## config.mk

```make
export PLATFORM = sky130hd
export DESIGN_NAME = pps_top
export DESIGN_NICKNAME = d
export VERILOG_FILES = /design/src/hw/pps_fifo.v /design/src/hw/pps_top.v
export VERILOG_INCLUDE_DIRS = /design/src /design/src/inc
export SDC_FILE = /design/constraint.sdc
export NUM_CORES = 1
export LEC_CHECK = 0
export BUFFER_PORTS_ARGS = -buffer_cell sky130_fd_sc_hd__buf_2
export CORE_MARGIN = 1
export CORE_UTILIZATION = 54
export DETAILED_ROUTE_END_ITERATION = 10
export GPL_ROUTABILITY_DRIVEN = 0
export PLACE_DENSITY = 0.87
export SLEW_MARGIN = 5
export SYNTH_ARGS = -nofsm -noshare
export SYNTH_HDL_FRONTEND = slang
export SYNTH_HIERARCHICAL = 1
export SYNTH_SLANG_ARGS = --single-unit
```

## constraint.sdc

```tcl
create_clock -name clk_in -period 2.81 [get_ports clk_in]
set_clock_uncertainty 0.15 [all_clocks]
set_input_delay 0.4215 -clock clk_in [delete_from_list [all_inputs] [get_ports clk_in]]
set_output_delay 0.4215 -clock clk_in [all_outputs]
set_load 0.05 [all_outputs]
```

## src/inc/pps_regs.vh

```
`ifndef PPS_REGS_VH
`define PPS_REGS_VH

// Register offsets
`define PPS_ADDR_TRIM      8'h08
`define PPS_ADDR_OVR       8'h09
`define PPS_ADDR_PCLK      8'h0d
`define PPS_ADDR_SDF       8'h14
`define PPS_ADDR_DIV       8'h18
`define PPS_ADDR_CP        8'h1b
`define PPS_ADDR_OSEL      8'h1e
`define PPS_ADDR_LPF       8'h1f
`define PPS_ADDR_PCFG      8'h30

// Reset values
`define PPS_RST_TRIM       8'h00
`define PPS_RST_OVR        8'h00
`define PPS_RST_PCLK       8'h00
`define PPS_RST_SDF        8'h00
`define PPS_RST_DIV        8'h00
`define PPS_RST_CP         8'h03
`define PPS_RST_OSEL       8'he0
`define PPS_RST_LPF        8'h00
`define PPS_RST_PCFG       8'h00
`define PPS_RD_UNMAPPED    8'h00

// Override control bits
`define PPS_OVR_CAP        7
`define PPS_OVR_LPF        6
`define PPS_OVR_MUX        5
`define PPS_OVR_CP         3
`define PPS_OVR_DIV        2

// Field positions
`define PPS_PCLK_RUN       5
`define PPS_SDF_FORCE      7
`define PPS_SDF_OFF        6
`define PPS_OSEL_PEN       4
`define PPS_OSEL_MSB       7
`define PPS_OSEL_LSB       5
`define PPS_PCFG_LOAD      3
`define PPS_PCFG_RUNSTAT   7
`define PPS_PCFG_LOCKSTAT  6
`define PPS_SEL_MSB        1
`define PPS_SEL_LSB        0
`define PPS_DIV_MSB        6
`define PPS_DIV_LSB        4
`define PPS_CODE_MSB       4
`define PPS_CODE_LSB       0

// Output select codes
`define PPS_OUT_RAW        3'h0
`define PPS_OUT_RETIMED    3'h1
`define PPS_OUT_ICLK       3'h2
`define PPS_OUT_QCLK       3'h3
`define PPS_OUT_PATTERN    3'h4
`define PPS_OUT_OSC        3'h5
`define PPS_OUT_INVALID    3'h6
`define PPS_OUT_MUTE       3'h7

// Sequence codes, divider limits, charge pump off code
`define PPS_SEQ_PRBS9      2'h0
`define PPS_SEQ_PRBS31     2'h2
`define PPS_DIV_MAX        3'h4
`define PPS_CP_OFF         2'h0
`define PPS_RATIO_ONE      5'h01

// Generator taps and seed
`define PPS_SEED           31'h7fffffff
`define PPS_TAP9_A         8
`define PPS_TAP9_B         4
`define PPS_TAP31_A        30
`define PPS_TAP31_B        27
`define PPS_SHORT_MSB      8
`define PPS_WORD_BITS      8
`define PPS_FIFO_DEPTH     8

`endif

```

## src/hw/pps_fifo.v

```verilog
`timescale 1ns/100ps
// Word FIFO with a registered output stage
module pps_fifo #(
  parameter WIDTH = 8,
  parameter DEPTH = 8,
  parameter AW    = 3
) (
  // Clock and reset
  input  wire             clk_in,
  input  wire             resetn_in,
  // Fill side
  input  wire [WIDTH-1:0] in_data_in,
  input  wire             in_valid_in,
  output wire             in_ready_out,
  // Drain side
  output reg  [WIDTH-1:0] out_data_out,
  output reg              out_valid_out,
  input  wire             out_ready_in
);

  reg [WIDTH-1:0] mem_reg [0:DEPTH-1];
  reg [AW-1:0]    wptr_reg;
  reg [AW-1:0]    rptr_reg;
  reg [AW:0]      count_reg;
  wire            push;
  wire            pop;

  // Full only when every slot holds a word, so the source really stalls
  assign in_ready_out = (count_reg != DEPTH[AW:0]);
  assign push         = in_valid_in & in_ready_out;
  assign pop          = (count_reg != {(AW+1){1'b0}}) & (~out_valid_out | out_ready_in);

  // Storage has no reset; only pointers and flags need a defined value
  always @(posedge clk_in) begin
    if (push) begin
      mem_reg[wptr_reg] <= in_data_in;
    end
  end

  // Pointers, count and output register
  always @(posedge clk_in or negedge resetn_in) begin
    if (!resetn_in) begin
      wptr_reg      <= {AW{1'b0}};
      rptr_reg      <= {AW{1'b0}};
      count_reg     <= {(AW+1){1'b0}};
      out_data_out  <= {WIDTH{1'b0}};
      out_valid_out <= 1'b0;
    end else begin
      if (push) begin
        wptr_reg <= wptr_reg + 1'b1;
      end
      if (pop) begin
        rptr_reg     <= rptr_reg + 1'b1;
        out_data_out <= mem_reg[rptr_reg];
      end
      if (pop) begin
        out_valid_out <= 1'b1;
      end else if (out_ready_in) begin
        out_valid_out <= 1'b0;
      end
      count_reg <= count_reg + {{AW{1'b0}}, push} - {{AW{1'b0}}, pop};
    end
  end

endmodule // pps_fifo

```

## src/hw/pps_top.v

```verilog
`timescale 1ns/100ps
`include "pps_regs.vh"
module pps_top (
  // Clock and reset
  input  wire       clk_in,
  input  wire       resetn_in,
  // Register access
  input  wire [7:0] reg_addr_in,
  input  wire [7:0] reg_wdata_in,
  input  wire       reg_wr_in,
  input  wire       reg_rd_in,
  output reg  [7:0] reg_rdata_out,
  output reg        reg_ack_out,
  // Analog status from the channel front end
  input  wire       signal_present_in,
  input  wire       cdr_locked_in,
  // Settings chosen by the lock machine
  input  wire [2:0] auto_divider_in,
  input  wire [4:0] auto_cap_in,
  // Pattern stream toward the serialiser
  output wire [7:0] pattern_data_out,
  output wire       pattern_valid_out,
  input  wire       pattern_ready_in,
  // Channel and VCO controls
  output reg        channel_enable_out,
  output reg        signal_detect_out,
  output reg  [2:0] output_select_out,
  output reg        free_run_out,
  output reg        charge_pump_enable_out,
  output reg  [2:0] divider_code_out,
  output reg  [4:0] divider_ratio_out,
  output reg  [4:0] cap_trim_out,
  output reg        loop_filter_voltage_dac_enable_out,
  output reg  [4:0] loop_filter_voltage_dac_code_out,
  output reg        pattern_running_out
);

  // Configuration registers
  reg  [7:0]  trim_reg;
  reg  [7:0]  ovr_reg;
  reg  [7:0]  pclk_reg;
  reg  [7:0]  sdf_reg;
  reg  [7:0]  div_reg;
  reg  [7:0]  cp_reg;
  reg  [7:0]  osel_reg;
  reg  [7:0]  lpf_reg;
  reg  [7:0]  pcfg_reg;

  // Synchronisers for the asynchronous front-end status
  reg         sigp_meta_reg;
  reg         sigp_sync_reg;
  reg         lock_meta_reg;
  reg         lock_sync_reg;

  // Generator state, and the next values of the read, select and divider muxes
  reg  [30:0] lfsr_reg;
  reg  [7:0]  rd_next;
  reg  [2:0]  sel_next;
  reg  [2:0]  div_next;

  wire        sig_detect;
  wire        gen_loaded;
  wire        gen_running;
  wire        seq_long;
  wire        zero_state;
  wire        fifo_ready;
  wire [7:0]  gen_word;
  wire [30:0] chain [0:`PPS_WORD_BITS];
  wire [2:0]  osel_field;
  wire [2:0]  div_field;

  assign osel_field = osel_reg[`PPS_OSEL_MSB:`PPS_OSEL_LSB];
  assign div_field  = div_reg[`PPS_DIV_MSB:`PPS_DIV_LSB];

  // Two flops before any logic looks at the front-end levels
  always @(posedge clk_in or negedge resetn_in) begin
    if (!resetn_in) begin
      sigp_meta_reg <= 1'b0;
      sigp_sync_reg <= 1'b0;
      lock_meta_reg <= 1'b0;
      lock_sync_reg <= 1'b0;
    end else begin
      sigp_meta_reg <= signal_present_in;
      sigp_sync_reg <= sigp_meta_reg;
      lock_meta_reg <= cdr_locked_in;
      lock_sync_reg <= lock_meta_reg;
    end
  end

  // Register writes; unmapped writes are dropped
  always @(posedge clk_in or negedge resetn_in) begin
    if (!resetn_in) begin
      trim_reg <= `PPS_RST_TRIM;
      ovr_reg  <= `PPS_RST_OVR;
      pclk_reg <= `PPS_RST_PCLK;
      sdf_reg  <= `PPS_RST_SDF;
      div_reg  <= `PPS_RST_DIV;
      cp_reg   <= `PPS_RST_CP;
      osel_reg <= `PPS_RST_OSEL;
      lpf_reg  <= `PPS_RST_LPF;
      pcfg_reg <= `PPS_RST_PCFG;
    end else if (reg_wr_in) begin
      case (reg_addr_in)
        `PPS_ADDR_TRIM: trim_reg <= reg_wdata_in;
        `PPS_ADDR_OVR:  ovr_reg  <= reg_wdata_in;
        `PPS_ADDR_PCLK: pclk_reg <= reg_wdata_in;
        `PPS_ADDR_SDF:  sdf_reg  <= reg_wdata_in;
        `PPS_ADDR_DIV:  div_reg  <= reg_wdata_in;
        `PPS_ADDR_CP:   cp_reg   <= reg_wdata_in;
        `PPS_ADDR_OSEL: osel_reg <= reg_wdata_in;
        `PPS_ADDR_LPF:  lpf_reg  <= reg_wdata_in;
        `PPS_ADDR_PCFG: pcfg_reg <= reg_wdata_in;
        default: begin
        end
      endcase
    end
  end

  // Read mux; two status bits of the pattern config read live state
  always @* begin
    rd_next = `PPS_RD_UNMAPPED;
    case (reg_addr_in)
      `PPS_ADDR_TRIM: rd_next = trim_reg;
      `PPS_ADDR_OVR:  rd_next = ovr_reg;
      `PPS_ADDR_PCLK: rd_next = pclk_reg;
      `PPS_ADDR_SDF:  rd_next = sdf_reg;
      `PPS_ADDR_DIV:  rd_next = div_reg;
      `PPS_ADDR_CP:   rd_next = cp_reg;
      `PPS_ADDR_OSEL: rd_next = osel_reg;
      `PPS_ADDR_LPF:  rd_next = lpf_reg;
      `PPS_ADDR_PCFG: begin
        rd_next = pcfg_reg;
        rd_next[`PPS_PCFG_RUNSTAT]  = gen_running;
        rd_next[`PPS_PCFG_LOCKSTAT] = lock_sync_reg;
      end
      default: rd_next = `PPS_RD_UNMAPPED;
    endcase
  end

  // Answer one cycle after each access
  always @(posedge clk_in or negedge resetn_in) begin
    if (!resetn_in) begin
      reg_rdata_out <= `PPS_RD_UNMAPPED;
      reg_ack_out   <= 1'b0;
    end else begin
      reg_ack_out <= reg_wr_in | reg_rd_in;
      if (reg_rd_in) begin
        reg_rdata_out <= rd_next;
      end
    end
  end

  // Forced detect needs bit 6 clear, else the front end decides
  assign sig_detect = (sdf_reg[`PPS_SDF_FORCE] & ~sdf_reg[`PPS_SDF_OFF]) | sigp_sync_reg;

  // Generator enable chain: logic enable, clock load, clock run
  assign gen_loaded  = osel_reg[`PPS_OSEL_PEN] & pcfg_reg[`PPS_PCFG_LOAD];
  assign gen_running = gen_loaded & pclk_reg[`PPS_PCLK_RUN];
  assign seq_long    = (pcfg_reg[`PPS_SEL_MSB:`PPS_SEL_LSB] == `PPS_SEQ_PRBS31);

  // Short sequence lives in the low nine bits only
  assign zero_state = seq_long ? (lfsr_reg == 31'h0) :
                                 (lfsr_reg[`PPS_SHORT_MSB:0] == 9'h000);

  // Eight serial steps per word, first bit out in the word MSB
  assign chain[0] = lfsr_reg;
  genvar gi;
  generate
    for (gi = 0; gi < `PPS_WORD_BITS; gi = gi + 1) begin : g_step
      wire fb9;
      wire fb31;
      assign fb9  = chain[gi][`PPS_TAP9_A] ^ chain[gi][`PPS_TAP9_B];
      assign fb31 = chain[gi][`PPS_TAP31_A] ^ chain[gi][`PPS_TAP31_B];
      assign chain[gi+1] = seq_long ? {chain[gi][29:0], fb31} :
                                      {22'h000000, chain[gi][7:0], fb9};
      assign gen_word[`PPS_WORD_BITS-1-gi] = seq_long ? fb31 : fb9;
    end
  endgenerate

  // Sequencer holds at the seed while the pattern clock is in reset
  always @(posedge clk_in or negedge resetn_in) begin
    if (!resetn_in) begin
      lfsr_reg <= `PPS_SEED;
    end else if (!gen_loaded) begin
      lfsr_reg <= `PPS_SEED;
    end else if (zero_state) begin
      lfsr_reg <= `PPS_SEED;
    end else if (gen_running && fifo_ready) begin
      lfsr_reg <= chain[`PPS_WORD_BITS];
    end
  end

  // Stalls the sequencer when the drain side stops taking words
  pps_fifo #(
    .WIDTH (`PPS_WORD_BITS),
    .DEPTH (`PPS_FIFO_DEPTH),
    .AW    (3)
  ) u_fifo (
    .clk_in        (clk_in),
    .resetn_in     (resetn_in),
    .in_data_in    (gen_word),
    .in_valid_in   (gen_running & ~zero_state),
    .in_ready_out  (fifo_ready),
    .out_data_out  (pattern_data_out),
    .out_valid_out (pattern_valid_out),
    .out_ready_in  (pattern_ready_in)
  );

  // Effective output source; unknown code and idle pattern both mute
  always @* begin
    sel_next = `PPS_OUT_MUTE;
    if (!sig_detect) begin
      sel_next = `PPS_OUT_MUTE;
    end else if (lock_sync_reg && !ovr_reg[`PPS_OVR_MUX]) begin
      sel_next = `PPS_OUT_RETIMED;
    end else begin
      case (osel_field)
        `PPS_OUT_PATTERN: sel_next = gen_running ? `PPS_OUT_PATTERN : `PPS_OUT_MUTE;
        `PPS_OUT_INVALID: sel_next = `PPS_OUT_MUTE;
        `PPS_OUT_RAW,
        `PPS_OUT_RETIMED,
        `PPS_OUT_ICLK,
        `PPS_OUT_QCLK,
        `PPS_OUT_OSC,
        `PPS_OUT_MUTE:    sel_next = osel_field;
        default:          sel_next = `PPS_OUT_MUTE;
      endcase
    end
  end

  // Codes above the top ratio stay at divide by sixteen
  always @* begin
    div_next = auto_divider_in;
    if (ovr_reg[`PPS_OVR_DIV]) begin
      div_next = (div_field > `PPS_DIV_MAX) ? `PPS_DIV_MAX : div_field;
    end else if (auto_divider_in > `PPS_DIV_MAX) begin
      div_next = `PPS_DIV_MAX;
    end
  end

  // All controls leave through flops; the mux never touches the loop
  always @(posedge clk_in or negedge resetn_in) begin
    if (!resetn_in) begin
      channel_enable_out     <= 1'b0;
      signal_detect_out      <= 1'b0;
      output_select_out      <= `PPS_OUT_MUTE;
      free_run_out           <= 1'b0;
      charge_pump_enable_out <= 1'b1;
      divider_code_out       <= 3'h0;
      divider_ratio_out      <= `PPS_RATIO_ONE;
      cap_trim_out           <= 5'h00;
      loop_filter_voltage_dac_enable_out     <= 1'b0;
      loop_filter_voltage_dac_code_out       <= 5'h00;
      pattern_running_out    <= 1'b0;
    end else begin
      channel_enable_out  <= sig_detect;
      signal_detect_out   <= sig_detect;
      output_select_out   <= sel_next;
      // Pump off only with both the override and the off code
      charge_pump_enable_out <= ~(ovr_reg[`PPS_OVR_CP] &
                                  (cp_reg[`PPS_SEL_MSB:`PPS_SEL_LSB] == `PPS_CP_OFF));
      // Locked VCO clocks the pattern unless the loop is opened
      free_run_out <= (ovr_reg[`PPS_OVR_CP] &
                       (cp_reg[`PPS_SEL_MSB:`PPS_SEL_LSB] == `PPS_CP_OFF)) |
                      ~lock_sync_reg;
      divider_code_out  <= div_next;
      divider_ratio_out <= `PPS_RATIO_ONE << div_next;
      cap_trim_out      <= ovr_reg[`PPS_OVR_CAP] ?
                           trim_reg[`PPS_CODE_MSB:`PPS_CODE_LSB] : auto_cap_in;
      loop_filter_voltage_dac_enable_out <= ovr_reg[`PPS_OVR_LPF];
      loop_filter_voltage_dac_code_out   <= lpf_reg[`PPS_CODE_MSB:`PPS_CODE_LSB];
      pattern_running_out <= gen_running;
    end
  end

endmodule // pps_top

```

# Yosys cells after proc, flatten, opt, wreduce, memory -nomap -nowiden
# Memories as Yosys holds them, arrays and structs flattened. A register that Yosys moved wholly into a read port is not among the register bits.
# Cells that the tools add are included.
[totals] mem_count=1 output_inout_bits=45 ram_bits=64 reg_bits=151 input_bits=31
[op_classes] reduce_logical=20 n_mux=33 bitwise_logic=32 n_eq_ne=19 magnitude_cmp=2 add_sub_neg=4 n_shift=1
[mem_list] name="u_fifo.mem_reg" words=8 word_bits=8 read_ports=1 rd_clocked_by_memory_dff=1 wr=1 line_no="pps_fifo.v:21" text="reg [WIDTH-1:0] mem_reg [0:DEPTH-1];"
[ops] cell="2-to-1 mux 31 bit" count=11
[ops] cell="one-hot mux 8 bit (9 select lines)" count=1
[ops] cell="equality test 8 x 5 -> 1 bit, second input constant" count=5
[ops] cell="zero test 31 bit" count=1
[ops] cell="equality test 8 x 4 -> 1 bit, second input constant" count=3
[ops] cell="AND reduction 2 bit" count=9
[ops] cell="bitwise XOR 1 bit" count=16
[ops] cell="2-to-1 mux 3 bit" count=5
[ops] cell="2-to-1 mux 1 bit" count=13
[ops] cell="equality test 3 bit, second input constant" count=4
[ops] cell="zero test 9 bit" count=1
[ops] cell="one-hot mux 3 bit (3 select lines)" count=1
[ops] cell="equality test 8 x 6 -> 1 bit, second input constant" count=1
[ops] cell="AND 1 bit" count=7
[ops] cell="adder 3 x 1 -> 3 bit, second input constant" count=2
[ops] cell="equality test 3 x 2 -> 1 bit, second input constant" count=2
[ops] cell="greater-than comparator 3 bit, second input constant" count=2
[ops] cell="OR reduction 6 bit" count=1
[ops] cell="2-to-1 mux 5 bit" count=1
[ops] cell="inverter 1 bit" count=5
[ops] cell="left shift 1 x 3 -> 5 bit, first input constant" count=1
[ops] cell="adder 4 x 1 -> 4 bit" count=1
[ops] cell="!= test 4 bit, second input constant" count=1
[ops] cell="OR 1 bit" count=4
[ops] cell="11 further kinds" count=13

# Longest topological paths before layout
# Gate-level depths: netlist of run 1.
[depth] ltp_word=19 ltp_mapped=12 ltp_nobuf=11

# Modules after synthesis
# The synthesis of run 1 kept the hierarchy.
[modules_own_cells] mod="pps_top" cells_per_inst=516 n_inst=1 area_per_inst_um2=6259.8
[modules_own_cells] mod="pps_fifo" cells_per_inst=207 n_inst=1 area_per_inst_um2=3474.6

# Least setup slack after synthesis of run 1
# No wires, ideal clock.
[synth_path] kind="register to register" startpoint="register pcfg_reg[1]" endpoint="register u_fifo.count_reg[2]" t_arrival_ps=2373 period_less_slack_ps=2645 stages_incl_launch_ff=12 setup_slack_ps=165 t_required_ps=2538 cell_sequence="dfrtp_1 -> nor2b_1 -> clkbuf_1 -> nand4_1 -> o22ai_1 -> a31oi_1 -> nand2_4 -> ha_1 -> inv_1 -> ha_1 -> fa_1 -> xor2_1"
[synth_between] elab_chain_len=7
[synth_rtl] item="from (decl)" line_no="pps_top.v:47" text="reg [7:0] pcfg_reg;"
[synth_rtl] item="from (signal assigned)" line_no="pps_top.v:101" text="pcfg_reg <= `PPS_RST_PCFG;"
[synth_rtl] item="from (signal assigned)" line_no="pps_top.v:112" text="`PPS_ADDR_PCFG: pcfg_reg <= reg_wdata_in;"
[synth_rtl] item="equality test 2 bit (no line)"
[synth_rtl] item="2-to-1 mux 1 bit" line_no="pps_top.v:162" text="assign zero_state = seq_long ? (lfsr_reg == 31'h0) :"
[synth_rtl] item="inverter 1 bit" line_no="pps_top.v:202" text=".in_valid_in (gen_running & ~zero_state),"
[synth_rtl] item="AND 1 bit" line_no="pps_top.v:202"
[synth_rtl] item="AND 1 bit" line_no="pps_fifo.v:30" text="assign push = in_valid_in & in_ready_out;"
[synth_rtl] item="adder 4 x 1 -> 4 bit" line_no="pps_fifo.v:61" text="count_reg <= count_reg + {{AW{1'b0}}, push} - {{AW{1'b0}}, pop};"
[synth_rtl] item="subtractor 4 x 1 -> 4 bit" line_no="pps_fifo.v:61"
[synth_rtl] item="to (signal assigned)" line_no="pps_fifo.v:45" text="count_reg <= {(AW+1){1'b0}};"
[synth_rtl] item="to (signal assigned)" line_no="pps_fifo.v:61"
[synth_rtl] item="to (decl)" line_no="pps_fifo.v:24" text="reg [AW:0] count_reg;"
# No other way between the ends.
# A chain may end at the register's enable or synchronous reset.

# Worst setup path after layout of run 1
[layout_path] startpoint="register lfsr_reg[8]" endpoint="register u_fifo.count_reg[2]"
[layout_between] elab_chain_len=7 elab_cells_between_ends=8 cone_classes="add/sub: 2; mux: 1; bitwise: 3; reduce/logical: 2"
[layout_rtl] item="from (decl)" line_no="pps_top.v:56" text="reg [30:0] lfsr_reg;"
[layout_rtl] item="from (signal assigned)" line_no="pps_top.v:183" text="lfsr_reg <= `PPS_SEED;"
[layout_rtl] item="from (signal assigned)" line_no="pps_top.v:185" text="lfsr_reg <= `PPS_SEED;"
[layout_rtl] item="from (signal assigned)" line_no="pps_top.v:187" text="lfsr_reg <= `PPS_SEED;"
[layout_rtl] item="zero test 31 bit or zero test 9 bit (tied branches)" line_no="pps_top.v:162, pps_top.v:163"
[layout_rtl] item="2-to-1 mux 1 bit *" line_no="pps_top.v:162"
[layout_rtl] item="inverter 1 bit *" line_no="pps_top.v:202"
[layout_rtl] item="AND 1 bit *" line_no="pps_top.v:202"
[layout_rtl] item="AND 1 bit *" line_no="pps_fifo.v:30"
[layout_rtl] item="adder 4 x 1 -> 4 bit *" line_no="pps_fifo.v:61"
[layout_rtl] item="subtractor 4 x 1 -> 4 bit *" line_no="pps_fifo.v:61"
# Every way passes the cells marked *; elsewhere a longest branch is shown, timed or not.

==> out/qor.yml, run 1 <==
synth:
  synth_nets: 763
  synthArstFlopShare_pct: 71.30
  syn-instance-count: 723
  synth-seq-cells: 223
  synth_edf_count: 64
  synthFlopType: "dfrtp_1"
  ys_warn_count: 6
  yosysSeqAreaShare_pct: 61.14
  syn-cell-area_mm2: 0.009734
  netlist-cell-type-count: 66
  syn-mean-instance-area_um2: 13.46
setup_path:
  slowest_stage: "fa_1"
  crit_arrival_ns: 3.00
  reg2reg_depth: 11
  r2r-start: "lfsr_reg[8]$_DFFE_PN1P_"
  start_kind: "register"
  worstPathMaxFanout: 5
  path_cells: "nor4_1 -> nand4_1 -> o22ai_2 -> a31oi_1 -> buf_4 -> nand2_4 -> ha_1 -> inv_1 -> ha_1 -> fa_1 -> xor2_1"
  critPathCaptureType: "register"
  crit_top_cell: "ha_1"
  critical_path_class: "register to register"
  regToRegEndpoint: "u_fifo/count_reg[2]$_DFF_PN0_"
  critical-path-max-stage-delay_ns: 0.43
  crit_required_ns: 3.04
  r2r_setup_slack_ns: 0.04
clock_tree:
  cts_tree: "yes"
  cts_root_buf: "clkbuf_16"
  htree_num_levels: 1
  clockBufferDepth: 3
  path_clk_slew_ns: 0.06
  postCtsSetupBuffers: 0
  clkLatencyLatePin_ns: 0.50
  cts.sinks: 223
  numCtsBuffers: 23
floorplanning:
  rows: 48
  dieHeight_um: 136.3
  start_util_pct: 55.70
  coreArea_mm2: 0.01748
  dieArea_mm2: 0.01857
  die_x_um: 136.3
  ioPinCount: 76
detailed_routing:
  avgRoutedWirePerCell_um: 19.57
  routed_wirelength_um: 20610
  drt_iter0_markers: 434
  drt-pass1-iter-count: 6
  via_count: 6247
  detail-route-antenna-nets: 0
  viasPerCell: 5.933
  route.detailed.drc: 0
placed_design:
  hpwl_um: 13920
  placed_cell_area_mm2: 0.01034
  dpl.cell_count: 1005
  port_buffers: 75
global_route:
  grt_pass1_wl_um: 32940
  antenna_found_initial: 0
  grt-ovfl-total: 0
  grt_pass1_vias: 6276
  grt_max_degree: 58
  grt_use_total_pct: 22.97
pwr:
  ir_worst_vdd_mv: 0.8990
  leakagePower_nw: 4.798
  p_per_area_mw_per_mm2: 716.6
min_path:
  holdPathEnd: "cap_trim_out[4]$_DFF_PN0_"
  hp-start: "auto_cap_in[4]"
  min_path_type: "input pin to register"
  holdPathStages: 2
sta:
  drv_slew: 0
  holdWs_ns: 0.01690
  fmaxAchievable_mhz: 361.5
  hold_viol: 0
  relSlewSlack_pct: 39.10
  fin_crit_ns: 2.767
  worst_pin_slew_ns: 0.9040
  fin_crit_sh_pct: 98.45
  setup_viol: 0
cells_and_area:
  nets: 852
  fin_util_pct: 63.62
  antenna_cells: 0
  layout_common_cells: "dfrtp_1 (118), mux2_2 (99), buf_2 (74)"
  fillers: 1250
  layout.cells.non_filler: 1053
  multi_input_area_mm2: 0.003528
  layout-drive-gt1-share_pct: 35.39
  final_cell_area_mm2: 0.01112
  areaGrowthSynthToFinish_pct: 14.23
  largest_reg_flops: 64
  final_common_cell: "dfrtp_1"
  seqCellArea_mm2: 0.005952
status:
  outcome: "completed"
job:
  cap_violations: 0
worst max-delay path, delay by kind of cell (launching register included):
kind	cells	cell delay, ns
AOI/OAI and AO/OA	2	0.33
xor gates and xnor gates	1	0.15
adders and majority gates	3	0.78
DFF	1	0.40
buffers and inverters	2	0.22
and+or+nand+nor	3	0.62
cells by family (layout without fill, tap and decap cells):
| logic type | Yosys count | in the layout | synth area share (%) |
|---|---|---|---|
| mux | 128 | 128 | 14.50 |
| compound gates | 131 | 131 | 9.743 |
| fa+ha+maj | 9 | 9 | 1.234 |
| flops | 223 | 223 | 61.14 |
| buf+inv | 52 | 157 | 2.802 |
| xor+xnor | 22 | 22 | 1.979 |
| simple gates | 158 | 158 | 8.599 |
timing repair:
action | CTS | global route
endpoints found under the hold margin | 52 | 0
resized for setup | 0 | 2
endpoints found under the setup margin | 0 | 3
hold buffers | 7 | 0
layer usage:
| layer | GRT usage (%) | vias to the layer above | wire, µm | part of all wire (%) |
|---|---|---|---|---|
| met5 | 0 | - | 0 | 0 |
| met2 | 39.26 | 255 | 10250 | 50 |
| met1 | 29.16 | 3097 | 8352 | 41 |
| met4 | 9.074 | 0 | 839 | 4.1 |
| met3 | 3.691 | 72 | 1165 | 5.7 |
| li1 | - | 2823 | - | - |
how the worst max path moves through the flow:
stage | endpoint | slack [ns] | cells past startpoint | from
after floorplan | u_fifo/count_reg[2]$_DFF_PN0_ | 0.16 | 11 | pcfg_reg[1]$_DFFE_PN0P_
after global placement | u_fifo/count_reg[2]$_DFF_PN0_ | 0.14 | 11 | lfsr_reg[12]$_DFFE_PN1P_
after detailed placement | u_fifo/count_reg[2]$_DFF_PN0_ | 0.11 | 11 | lfsr_reg[14]$_DFFE_PN1P_
after CTS | u_fifo/count_reg[2]$_DFF_PN0_ | 0.1 | 11 | lfsr_reg[14]$_DFFE_PN1P_
after global routing | u_fifo/count_reg[2]$_DFF_PN0_ | -0.03 | 11 | lfsr_reg[8]$_DFFE_PN1P_
final | u_fifo/count_reg[2]$_DFF_PN0_ | 0.04 | 11 | lfsr_reg[8]$_DFFE_PN1P_
synthesized netlist by cell type, drive strengths merged (17+ instances only):
cell    number  area (µm²)
buf         20       152.6
edfxtp      64        1922
nor2        34       143.9
mux2i       27       270.3
nand2       57       224.0
clkbuf      17       63.81
o21ai       34       170.2
dfrtp      118        2953
a22oi       29       217.7
mux2       101        1141
dfstp       41        1077
power by group:
part / switching, W / leakage [nW] / internal (W)
Sequential: 0.000121 / 2.52 / 0.00353
Clock: 0.00117 / 0.343 / 0.00164
Combinational: 0.000942 / 1.94 / 0.000561
stage by stage:
step	worst slack [ns]	setup TNS (ns)	power, W
finish	0.04343	0	0.007968
global route	-0.03376	-0.03376	0.008324
CTS	0.09535	0	0.008051
detailed placement	0.1099	0	0.005214
global placement	0.1447	0	0.005146
floorplan	0.1647	0	0.004901
area by class of cell:
class	count	share of cell area (%)
flip-flops and latches	223	53.53
clock buffers	30	5.592
well taps	225	2.532
multi-input cells	448	31.73
inverters	15	0.5064
clock inverters	11	0.6526
repair buffers	101	5.457
No activity file was read; power rests on OpenSTA's default activity.
==> run 2: changes to the inputs <==
--- a/config.mk
+++ b/config.mk
@@ -12,6 +12,7 @@
 export DETAILED_ROUTE_END_ITERATION = 10
 export GPL_ROUTABILITY_DRIVEN = 0
 export PLACE_DENSITY = 0.87
+export RECOVER_POWER = 50
 export SLEW_MARGIN = 5
 export SYNTH_ARGS = -nofsm -noshare
 export SYNTH_HDL_FRONTEND = slang
==> run 2 against run 1 <==
Against the previous run:
- hold slack about the same
- non-clock buffer count unchanged
- combinational power about the same
- routed wire length about the same
- clock power about the same
- setup slack got worse by 0.0041 ns
- sequential cell count unchanged
- critical endpoint unchanged
- via count about the same
- global-route usage unchanged
==> out/qor.yml, run 2 (synthesis results as in run 1) <==
status:
  outcome: "completed"
detailed_routing:
  top_layer_used: "met4"
  avgRoutedWirePerCell_um: 19.57  # about the same
  wl_met3_um: 1243  # +6.7%
  viasPerCell: 5.929  # about the same
  via_count: 6243  # -0.064%
  drt-pass1-iter-count: 5  # -1
  wl_met2_um: 10270  # +0.23%
  routed_wirelength_um: 20610  # about the same
  route.detailed.drc: 0  # unchanged
  met1_length_um: 8276  # -0.91%
  drt_iter0_markers: 516  # +19%
  detail-route-antenna-nets: 0  # unchanged
min_path:
  min_path_type: "input pin to register"
global_route:
  grt_max_degree: 58  # unchanged
  grt-ovfl-total: 0  # unchanged
  grt_pass1_wl_um: 32940  # unchanged
  grt_pass1_vias: 6276  # unchanged
  grt_use_total_pct: 22.97  # unchanged
  antenna_found_initial: 0  # unchanged
pwr:
  ir_worst_vdd_mv: 0.8998  # about the same
  leakagePower_nw: 4.691  # -2.2%
  p_per_area_mw_per_mm2: 719.6  # +0.42%
sta:
  relSlewSlack_pct: 1.782  # -37 points
  holdWs_ns: 0.01679  # -0.0001106 ns
  hold_viol: 0  # unchanged
  fin_crit_ns: 2.771  # +0.004064 ns
  finalSetupTns_ns: 0  # unchanged
  fmaxAchievable_mhz: 360.9  # -0.15%
  worst_pin_slew_ns: 1.473  # +0.5693 ns
  drv_slew: 0  # unchanged
  setup_viol: 0  # unchanged
  fin_crit_sh_pct: 98.60  # +0.14 points
floorplanning:
  coreArea_mm2: 0.01748  # unchanged
  dieArea_mm2: 0.01857  # unchanged
  rows: 48  # unchanged
  ioPinCount: 76  # unchanged
  dieHeight_um: 136.3  # unchanged
  start_util_pct: 55.70  # unchanged
  die_x_um: 136.3  # unchanged
clock_tree:
  htree_num_levels: 1  # unchanged
  path_clk_slew_ns: 0.06  # about the same
  numCtsBuffers: 23  # unchanged
  cts_root_buf: "clkbuf_16"
  cts_tree: "yes"
  clkLatencyLatePin_ns: 0.50  # about the same
  clockBufferDepth: 3  # unchanged
  postCtsSetupBuffers: 0  # unchanged
  cts.sinks: 223  # unchanged
setup_path:
  critPathCaptureType: "register"
  start_kind: "register"
  crit_arrival_ns: 3.00  # about the same
  worstPathMaxFanout: 5  # unchanged
  critical_path_class: "register to register"
  crit_required_ns: 3.04  # about the same
cells_and_area:
  layout_common_cells: "dfrtp_1 (118), mux2_2 (99), edfxtp_1 (64)"
  areaGrowthSynthToFinish_pct: 13.53
  nets: 852  # unchanged
  largest_reg_flops: 64  # unchanged
  final_cell_area_mm2: 0.01105  # -0.61%
  fin_util_pct: 63.24  # -0.39 points
  antenna_cells: 0  # unchanged
  fillers: 1266  # +1.3%
  final_common_cell: "dfrtp_1"
  layout-drive-gt1-share_pct: 31.52  # -3.9 points
placed_design:
  placed_cell_area_mm2: 0.01034  # unchanged
  hpwl_um: 13920  # unchanged
  port_buffers: 75  # unchanged
job:
  cap_violations: 0  # unchanged
==> run 2: layout make-up <==
class | instances | area [µm²] | share of cell area (%)
inverters | 15 | 56.30 | 0.5095
well taps | 225 | 281.5 | 2.547
multi-input cells | 448 | 3517 | 31.82
flip-flops and latches | 223 | 5952 | 53.86
clock buffers | 30 | 621.8 | 5.627
clock inverters | 11 | 72.57 | 0.6566
repair buffers | 101 | 550.5 | 4.981
==> run 2: stage by stage <==
step	setup slack, ns	power (W)	cells
2_1_floorplan	0.1647	0.004901	723
3_3_place_gp	0.1447	0.005146	1005
3_5_place_dp	0.1099	0.005214	1005
4_1_cts	0.09535	0.008051	1053
5_1_grt	-0.03326	0.008309	1053
6_report	0.03936	0.007953	1053
==> run 2: worst paths after layout <==
path	start	to	slack (ns)	depth (start not counted)
setup / recovery	lfsr_reg[8]$_DFFE_PN1P_	u_fifo/count_reg[2]$_DFF_PN0_	0.04	11
hold / removal	auto_cap_in[4]	cap_trim_out[4]$_DFF_PN0_	0.02	2
setup reg to reg	lfsr_reg[8]$_DFFE_PN1P_	u_fifo/count_reg[2]$_DFF_PN0_	0.04	11
hold reg to reg	lock_meta_reg$_DFF_PN0_	lock_sync_reg$_DFF_PN0_	0.20	0
max in group asynchronous	resetn_in	loop_filter_voltage_dac_code_out[4]$_DFF_PN0_	0.43	3
min in group asynchronous	resetn_in	u_fifo/rptr_reg[1]$_DFFE_PN0P_	0.67	2
==> run 2: what timing repair did <==
item,in CTS,in global routing
setup endpoints to repair,0,3
gates resized for setup,0,2
hold buffers,7,0
hold endpoints to repair,52,0
==> run 2: routing by layer <==
| layer | GRT usage [%] | vias to the layer above |
|---|---|---|
| li1 | - | 2827 |
| met2 | 39.26 | 257 |
| met3 | 3.691 | 66 |
| met1 | 29.16 | 3093 |
| met4 | 9.074 | 0 |
| met5 | 0 | - |
==> run 2: power breakdown <==
part,switching (W),internal [W],total (W)
logic,0.000942,0.000548,0.00149
clock network,0.00117,0.00164,0.00281
registers,0.000119,0.00353,0.00365
==> run 2: critical path, cell delays in order, from the launching register on <==
cell and delay (ns):
dfstp_2 0.40, nor4_1 0.36, nand4_1 0.19, o22ai_2 0.22, a31oi_1 0.11, buf_4 0.18, nand2_4 0.07, ha_1 0.13
inv_1 0.04, ha_1 0.22, fa_1 0.43, xor2_1 0.15
